[src/rtl/dmaie_defs.svh]
`ifndef DMAIE_DEFS_SVH
`define DMAIE_DEFS_SVH

// ----------------------------------------------------------------
// Register offsets (byte addresses)
// ----------------------------------------------------------------
`define DMAIE_OFS_MASK 8'h34
`define DMAIE_OFS_STATUS 8'h38
`define DMAIE_OFS_FLAG 8'h3c

// ----------------------------------------------------------------
// Field positions of the enable, status and flag words
// ----------------------------------------------------------------
`define DMAIE_BIT_LINKEND_TEST 0
`define DMAIE_BIT_CHAINEND_TEST 1
`define DMAIE_BIT_DESC_FINISH 2
`define DMAIE_BIT_LIST_FINISH 3
`define DMAIE_BIT_DESC_BEGIN 4
`define DMAIE_BIT_AWAIT_ADV 5
`define DMAIE_BIT_ABORT_DONE 6
`define DMAIE_BIT_FIFO_AFULL 8
`define DMAIE_BIT_WRITES_DONE 9
`define DMAIE_BIT_PKT_END 10

// ----------------------------------------------------------------
// Implemented bits and reset values
// ----------------------------------------------------------------
`define DMAIE_MASK_RW 11'h77f
`define DMAIE_SRC_BITS 11'h77c
`define DMAIE_MASK_RESET 11'h000
`define DMAIE_FLAG_RESET 11'h000

`endif

[src/rtl/dmaie_pkg.sv]
package dmaie_pkg;

    // ------------------------------------------------------------
    // Shared types
    // ------------------------------------------------------------
    typedef logic [10:0] dmaie_bits_t;

    // Source condition levels from the DMA engine
    typedef struct packed {
        logic pkt_end;
        logic writes_done;
        logic fifo_afull;
        logic abort_done;
        logic await_adv;
        logic desc_begin;
        logic list_finish;
        logic list_finish_en;
        logic desc_finish;
        logic desc_finish_en;
    } dmaie_src_s;

    // Bus slave phase states
    typedef enum logic [0:0] {
        DMAIE_IDLE = 1'b0,
        DMAIE_DATA = 1'b1
    } dmaie_phase_e;

endpackage : dmaie_pkg

[src/rtl/dmaie_edge.sv]
`include "dmaie_defs.svh"

module dmaie_edge
    import dmaie_pkg::*;
#(
    parameter int WIDTH = 11
) (
    input wire logic CORE_CLK,
    input wire logic RESET_N,
    input wire logic [WIDTH-1:0] LEVEL,
    output logic [WIDTH-1:0] RISE
);

    initial begin
        if (WIDTH < 1) begin
            $error("dmaie_edge: WIDTH must be at least 1");
        end
    end

    typedef struct packed {
        logic [WIDTH-1:0] prev;
    } dmaie_edge_s;

    dmaie_edge_s st_reg;
    dmaie_edge_s st_next;

    // Remember last level
    always_comb begin
        st_next = st_reg;
        st_next.prev = LEVEL;
    end

    always_ff @(posedge CORE_CLK or negedge RESET_N) begin
        if (!RESET_N) begin
            st_reg <= '0;
        end else begin
            st_reg <= st_next;
        end
    end

    // Low to high only; a held level gives one pulse
    assign RISE = LEVEL & ~st_reg.prev; // RULE1

endmodule : dmaie_edge

[src/rtl/dmaie_top.sv]
// How it works
// RULE1: irq on rising edge of enabled status bit; held high gives no more
// RULE2: enable register at 0x34; bits 31:11 and 7 reserved
// RULE3: enable bits read/write, reset to 0; 1 enables, 0 disables
// RULE4: bit 10 gates end-of-packet source
// RULE5: bit 9 gates all-writes-complete source
// RULE6: bit 8 gates input FIFO almost full source
// RULE7: bit 6 gates abort complete source
// RULE8: bit 5 gates waiting-for-advance source
// RULE9: bit 4 gates descriptor begin source
// RULE10: bit 3 gates chain end, only when descriptor chain-end enable set
// RULE11: bit 2 gates descriptor finish, only when descriptor enable set
// RULE12: bits 1 and 0 are plain test bits, read/write, reset 0
// RULE13: status rising sets sticky flag until software clears it
// RULE14: status bit follows its condition, independent of flag
// RULE15: one interrupt output combines all enabled source events
//
// The AHB-Lite register port is this design's own decision.
`include "dmaie_defs.svh"

module dmaie_top
    import dmaie_pkg::*;
#(
    parameter int ADDR_WIDTH = 8
) (
    input wire logic CORE_CLK,
    input wire logic RESET_N,
    input wire logic HSEL,
    input wire logic [ADDR_WIDTH-1:0] HADDR,
    input wire logic [1:0] HTRANS,
    input wire logic HWRITE,
    input wire logic [2:0] HSIZE,
    input wire logic HREADY,
    input wire logic [31:0] HWDATA,
    output logic [31:0] HRDATA,
    output logic HREADYOUT,
    output logic HRESP,
    input wire dmaie_src_s SRC,
    output logic IRQ
);

    // ------------------------------------------------------------
    // Parameter check
    // ------------------------------------------------------------
    initial begin
        if (ADDR_WIDTH < 8) begin
            $error("dmaie_top: ADDR_WIDTH must be at least 8");
        end
    end

    // ------------------------------------------------------------
    // State
    // ------------------------------------------------------------
    typedef struct packed {
        dmaie_phase_e phase;
        logic wr;
        logic [ADDR_WIDTH-1:0] addr;
        dmaie_bits_t mask;
        dmaie_bits_t flag;
        logic [31:0] rdata;
        logic irq;
    } dmaie_top_s;

    dmaie_top_s st_reg;
    dmaie_top_s st_next;

    dmaie_bits_t status;
    dmaie_bits_t rise;
    logic take;

    // ------------------------------------------------------------
    // Source status word
    // ------------------------------------------------------------
    // Status tracks conditions live, no latching
    always_comb begin
        status = '0;
        status[`DMAIE_BIT_PKT_END] = SRC.pkt_end; // RULE4 RULE14
        status[`DMAIE_BIT_WRITES_DONE] = SRC.writes_done; // RULE5
        status[`DMAIE_BIT_FIFO_AFULL] = SRC.fifo_afull; // RULE6
        status[`DMAIE_BIT_ABORT_DONE] = SRC.abort_done; // RULE7
        status[`DMAIE_BIT_AWAIT_ADV] = SRC.await_adv; // RULE8
        status[`DMAIE_BIT_DESC_BEGIN] = SRC.desc_begin; // RULE9
        status[`DMAIE_BIT_LIST_FINISH] =
            SRC.list_finish & SRC.list_finish_en; // RULE10
        status[`DMAIE_BIT_DESC_FINISH] =
            SRC.desc_finish & SRC.desc_finish_en; // RULE11
    end

    // Rising edge finder on every status bit
    dmaie_edge #(
        .WIDTH(11)
    ) u_edge (
        .CORE_CLK(CORE_CLK),
        .RESET_N(RESET_N),
        .LEVEL(status),
        .RISE(rise)
    );

    // ------------------------------------------------------------
    // Bus decode
    // ------------------------------------------------------------
    assign take = HSEL & HREADY & HTRANS[1];

    // ------------------------------------------------------------
    // Next state
    // ------------------------------------------------------------
    always_comb begin
        st_next = st_reg;
        st_next.rdata = 32'h0000_0000;
        case (st_reg.phase)
            DMAIE_IDLE: begin
            end
            DMAIE_DATA: begin
                if (st_reg.wr) begin
                    if (st_reg.addr == ADDR_WIDTH'(`DMAIE_OFS_MASK)) begin
                        // Reserved bit 7 stays zero
                        st_next.mask = HWDATA[10:0]
                            & `DMAIE_MASK_RW; // RULE3 RULE12
                    end else if (st_reg.addr
                        == ADDR_WIDTH'(`DMAIE_OFS_FLAG)) begin
                        // Write one to clear
                        st_next.flag = st_reg.flag & ~HWDATA[10:0];
                    end
                end
            end
            default: begin
            end
        endcase
        // New events win over a clear in the same cycle
        st_next.flag = st_next.flag
            | (rise & `DMAIE_SRC_BITS); // RULE13
        // Enabled edges only, merged onto one line
        st_next.irq = |(rise & st_reg.mask
            & `DMAIE_SRC_BITS); // RULE1 RULE15
        if (take) begin
            st_next.phase = DMAIE_DATA;
            st_next.wr = HWRITE;
            st_next.addr = HADDR;
        end else begin
            st_next.phase = DMAIE_IDLE;
            st_next.wr = 1'b0;
        end
        // Read word latched at the address phase, after any write lands
        if (take && !HWRITE) begin
            if (HADDR == ADDR_WIDTH'(`DMAIE_OFS_MASK)) begin
                st_next.rdata[10:0] = st_next.mask; // RULE2 RULE3
            end else if (HADDR == ADDR_WIDTH'(`DMAIE_OFS_STATUS)) begin
                st_next.rdata[10:0] = status; // RULE14
            end else if (HADDR == ADDR_WIDTH'(`DMAIE_OFS_FLAG)) begin
                st_next.rdata[10:0] = st_next.flag; // RULE13
            end
        end
    end

    // Read data captured for the data phase
    always_comb begin
        HRDATA = st_reg.rdata;
    end

    // ------------------------------------------------------------
    // Registers
    // ------------------------------------------------------------
    always_ff @(posedge CORE_CLK or negedge RESET_N) begin
        if (!RESET_N) begin
            st_reg <= '0;
        end else begin
            st_reg <= st_next;
        end
    end

    // ------------------------------------------------------------
    // Outputs
    // ------------------------------------------------------------
    assign HREADYOUT = 1'b1;
    assign HRESP = 1'b0;
    assign IRQ = st_reg.irq;

endmodule : dmaie_top

[config.mk]
export PLATFORM = sky130hd
export DESIGN_NAME = dmaie_top
export DESIGN_NICKNAME = d
export VERILOG_FILES = /design/src/rtl/dmaie_pkg.sv /design/src/rtl/dmaie_edge.sv /design/src/rtl/dmaie_top.sv
export VERILOG_INCLUDE_DIRS = /design/src /design/src/rtl
export SDC_FILE = /design/constraint.sdc
export NUM_CORES = 1
export LEC_CHECK = 0
export CAP_MARGIN = 20
export CORE_MARGIN = 8
export CORE_UTILIZATION = 54
export CTS_CLUSTER_DIAMETER = 60
export DETAILED_ROUTE_END_ITERATION = 10
export DONT_BUFFER_PORTS = 1
export PLACE_DENSITY = 0.8
export REMOVE_ABC_BUFFERS = 1
export SYNTH_ARGS = -nofsm -noshare
export SYNTH_HDL_FRONTEND = slang
export SYNTH_HIERARCHICAL = 1
export SYNTH_SLANG_ARGS = --single-unit
export TNS_END_PERCENT = 50
[constraint.sdc]
create_clock -name CORE_CLK -period 2 [get_ports CORE_CLK]
set_input_delay 0.5 -clock CORE_CLK [delete_from_list [all_inputs] [get_ports CORE_CLK]]
set_output_delay 0.5 -clock CORE_CLK [all_outputs]
set_load 0.005 [all_outputs]
==> results.json, run 1 <==
{
  "power.total_uw": 1880,
  "cts-root-buf": "clkbuf_8",
  "drt-total-wl_mm": 4.66,
  "port_buffers": 0,
  "die_w_um": 84.9,
  "syn_avg_cell_area_um2": 12.2,
  "clockBufferDepth": 2,
  "vias_per_cell": 5.40,
  "clkLatencyLatePin_ns": 0.30,
  "drt_iter0_drc": 79,
  "place_hpwl_mm": 3.41,
  "antenna_cells": 0,
  "mappedNetlistArea_um2": 2560,
  "drt_first_pass_iters": 4,
  "start_util_pct": 54.9,
  "grt_usage_pct": 13.8,
  "drv_slew": 0,
  "gp_congestion": 0.786,
  "dieArea_um2": 7200,
  "worstRegToRegCells": 5,
  "timing.hold.ws_ns": 0.0378,
  "maxCapViolations": 0,
  "grt_pass1_vias": 1508,
  "core_area_um2": 4660,
  "finalSetupViolCount": 0,
  "htree_num_levels": 2,
  "multi_input_area_um2": 995,
  "skew_ns": 0.00603,
  "fin_tns_setup_ns": 0,
  "layout.nets": 263,
  "drive_gt1_share_pct": 27.5,
  "r2r-start": "st_reg[55]",
  "arrival_ns": 1.94,
  "syn_to_final_growth_pct": 0.391,
  "fillerInstances": 408,
  "drcViolationCount": 0,
  "clk_pin_slew_ns": 0.09,
  "grt_pass1_wl_mm": 7.66,
  "setup_ws_ns": 0.256,
  "post_cts_resized": 0,
  "rsz0062_at_grt": "no",
  "hold_path_class": "in -> async",
  "cts_tree": "built",
  "place_inst": 249,
  "finalCritPeriodShare_pct": 87.2,
  "crit_start": "st_reg[55]",
  "hold_violations": 0,
  "r2r_end": "HRDATA[5]",
  "start_kind": "register",
  "cts_buffers": 5,
  "wl_per_cell_um": 18.1,
  "crit_type": "reg -> reg",
  "r2r_slack_ns": 0.26,
  "cp-end-kind": "register",
  "num_vias": 1392,
  "seqCellArea_um2": 1300,
  "gr-total-overflow": 0,
  "p_per_area_nw_per_um2": 733,
  "grt_max_degree": 53,
  "outcome": "completed",
  "largest_register_ffs": 32,
  "io_pins": 95,
  "numClockSinks": 52,
  "fin_cells": 258,
  "ant_nets": 0,
  "period_minus_slack_ns": 1.74,
  "rows": 25,
  "crit_fanout": 7,
  "detailedPlace.worstSlack_ns": 0.185,
  "leakage_uw": 0.00123,
  "ir_worst_vdd_mv": 0.421,
  "fp.dieH_um": 84.9,
  "fmax_ghz": 0.573,
  "antenna_found_initial": 0,
  "synthCells": 209,
  "required_ns": 2.20,
  "crit_end": "HRDATA[5]",
  "postCtsSetupRepairBufs": 0,
  "yosysWarnings": 6
}
-- worst min path at each step --
| stage | start | to | slack (ns) |
|---|---|---|---|
| 2_1_floorplan | RESET_N | HRDATA[0] | 0.20 |
| 3_3_place_gp | RESET_N | HRDATA[1] | 0.21 |
| 3_5_place_dp | RESET_N | st_reg[40] | 0.21 |
| 4_1_cts | RESET_N | st_reg[35] | 0.05 |
| 5_1_grt | RESET_N | st_reg[40] | 0.05 |
| 6_report | RESET_N | st_reg[35] | 0.04 |
-- metrics by stage --
stage | cell area, um2 | util [%]
after floorplan | 2330 | -
after global placement | 2450 | 52.6
after detailed placement | 2450 | 52.6
after CTS | 2570 | 55.1
after global routing | 2570 | 55.1
final | 2570 | 55.1
-- metal layers --
metal  track usage [%]  vias to the layer above  wire [um]
li1                  -                      644          -
met1              17.0                      677       2010
met2              21.4                       65       2140
met3              5.12                        6        444
met4              5.50                        0         68
met5                 0                        -          0
-- power breakdown --
| group | internal [uW] | switching, uW | total, uW | leakage, uW |
|---|---|---|---|---|
| clock network | 277 | 326 | 602 | 0.0000510 |
| registers | 1100 | 28.5 | 1130 | 0.000625 |
| logic | 73.2 | 75.4 | 149 | 0.000554 |
| total | 1450 | 430 | 1880 | 0.00123 |
-- cell usage in the layout (no fill, tap or decap), types with 3 or more instances in the layout --
master    instances
a21boi_0          9
mux2_2            9
inv_1             9
a22oi_1           5
nand2_1           8
nor2b_4           9
or2_2             9
and2_1            4
clkbuf_8          6
buf_4             7
mux2i_1           8
o21ai_1           8
a221oi_2          8
dfrtp_1          52
a21o_1            8
nor2b_1           3
conb_1           23
-- critical path: stages, from the launching register on --
cell      delay, ns
dfrtp_1        0.38
and4bb_1       0.30
nand4b_2       0.22
buf_4          0.26
mux2i_1        0.15
a221oi_2       0.32
-- area by class of cell --
type | instances | share of cell area (%)
clock buffer | 6 | 3.21
clock inverter | 2 | 0.389
inverter | 9 | 1.31
multi-input combinational | 127 | 38.7
sequential | 52 | 50.6
tap | 54 | 2.63
timing repair buffer | 8 | 3.12
-- timing repair --
action	in CTS	in global routing
endpoints found under the hold margin	52	0
hold buffers	1	0
setup endpoints to repair	0	0
No activity file was read; power rests on OpenSTA's default activity.
==> inputs of run 2 (changes only) <==
Settings changed: PLACE_DENSITY 0.8 to 0.83.
Clock period 2 ns to 1.5 ns, I/O delays scaled along.
==> run 2 against run 1 <==
- the run now ends with negative hold slack, negative setup slack left
- core utilization increased by 2.5 points
- sequential share of layout area decreased by 2.2 points
- routed wire length increased by 7.6%
- worst hold slack got worse by 0.29 ns
- die area unchanged
- combinational power increased by 23%
- final cell count increased by 2.7%
- non-clock buffer count increased by 7
- setup slack got worse by 0.46 ns
- register-to-register slack got worse by 0.46 ns
- clock skew decreased by 0.0022 ns
- total power increased by 32%
- largest cell class unchanged
==> results.json, run 2 (synthesized netlist as in run 1, its figures left out) <==
{
  "outcome": "complete, but fails checks",
  "violations": "negative hold slack, negative setup slack",
  "grt_pass1_wl_mm": 8.06,
  "fin_tns_setup_ns": -2.38,
  "drt_iter0_drc": 95,
  "port_buffers": 0,
  "finalCoreUtilization_pct": 57.6,
  "cts_tree": "built",
  "setup_ws_ns": -0.202,
  "arrival_ns": 1.90,
  "htree_num_levels": 2,
  "fmax_ghz": 0.588,
  "num_vias": 1449,
  "hold_violations": 52,
  "gr-total-overflow": 0,
  "crit_fanout": 7,
  "clk_pin_slew_ns": 0.09,
  "finalSetupViolCount": 22,
  "start_util_pct": 54.9,
  "gp_congestion": 0.759,
  "final_common_cell": "dfrtp_1",
  "place_area_um2": 2490,
  "vias_per_cell": 5.47,
  "hold_path_class": "in -> async",
  "worstRegToRegCells": 5,
  "crit_type": "reg -> reg",
  "rows": 25,
  "r2r_slack_ns": -0.20,
  "drt_first_pass_iters": 4,
  "crit_start": "st_reg[62]",
  "start_kind": "register",
  "layout.nets": 270,
  "r2r-start": "st_reg[62]",
  "cts_buffers": 5,
  "clkLatencyLatePin_ns": 0.30,
  "leakage_uw": 0.00125,
  "period_minus_slack_ns": 1.70,
  "p_per_area_nw_per_um2": 926,
  "syn_to_final_growth_pct": 4.89,
  "rsz0062_at_grt": "yes",
  "maxCapViolations": 0,
  "io_pins": 95,
  "dieArea_um2": 7200,
  "finalCritPeriodShare_pct": 113,
  "fp.dieH_um": 84.9,
  "skew_ns": 0.00383,
  "grt_usage_pct": 14.4,
  "required_ns": 1.70,
  "antenna_found_initial": 0,
  "drv_slew": 0,
  "grt_pass1_vias": 1627,
  "clockBufferDepth": 2,
  "die_w_um": 84.9,
  "fin_area_um2": 2690,
  "grt_max_degree": 53,
  "drive_gt1_share_pct": 35.5,
  "cp-end-kind": "register",
  "numClockSinks": 52,
  "largest_register_ffs": 32,
  "cts-root-buf": "clkbuf_8",
  "drcViolationCount": 0,
  "ir_worst_vdd_mv": 0.526,
  "r2r_end": "HRDATA[4]",
  "core_area_um2": 4660,
  "layout_common_cells": "dfrtp_1, conb_1, buf_4",
  "drt-total-wl_mm": 5.01,
  "ant_nets": 0,
  "timing.hold.ws_ns": -0.248,
  "place_hpwl_mm": 3.68,
  "wl_per_cell_um": 18.9,
  "detailedPlace.worstSlack_ns": -0.260,
  "antenna_cells": 0
}
## run 2: changes by cell type in the layout (fill, tap and decap cells not counted), moves of 4 or more
cell / before / now
mux2i_1: 8 / 4
a21boi_0: 9 / 2
buf_4: 7 / 13
a21boi_2: 0 / 6
## run 2: cell type report
type	count	area [um2]
fillers	391	1980
clock buffers	6	72.6
flip-flops and latches	52	1300
repair buffers	15	124
multi-input cells	127	1070
well taps	54	67.6
inverters	9	33.8
clock inverters	2	16.3
## run 2: routing by layer
| layer | global-route usage, % | part of all wire [%] | up-vias |
|---|---|---|---|
| li1 | - | - | 655 |
| met1 | 18.1 | 44 | 717 |
| met2 | 21.5 | 46 | 68 |
| met3 | 5.98 | 8.7 | 9 |
| met4 | 5.66 | 1.8 | 0 |
| met5 | 0 | 0 | - |
## run 2: where the power goes
group	total, uW	leakage [uW]	switching [uW]	internal [uW]
sequential	1520	0.000625	44.5	1470
combinational	184	0.000581	78.0	106
clock	787	0.0000414	455	332
## run 2: critical path, stage by stage (launching register included)
cell      delay, ns
dfrtp_1        0.38
and4bb_2       0.35
nand4b_4       0.18
buf_8          0.20
mux2i_4        0.19
a221oi_2       0.30
## run 2: how the worst max path moves through the flow
stage                      endpoint  slack [ns]
after floorplan           HRDATA[1]       -0.28
after global placement    HRDATA[5]       -0.22
after detailed placement  HRDATA[4]       -0.26
after CTS                 HRDATA[1]       -0.17
after global routing      HRDATA[4]       -0.26
final                     HRDATA[4]       -0.20
## run 2: timing repair
item	in CTS	in global routing
hold endpoints to repair	52	52
setup endpoints to repair	26	28
buffers inserted	1	2
resized for setup	17	11
pin swaps	3	9
## run 2: metrics by stage
step           total power, uW  instances
2_1_floorplan             1660        188
3_3_place_gp              1690        254
3_5_place_dp              1700        254
4_1_cts                   2500        263
5_1_grt                   2600        265
6_report                  2490        265
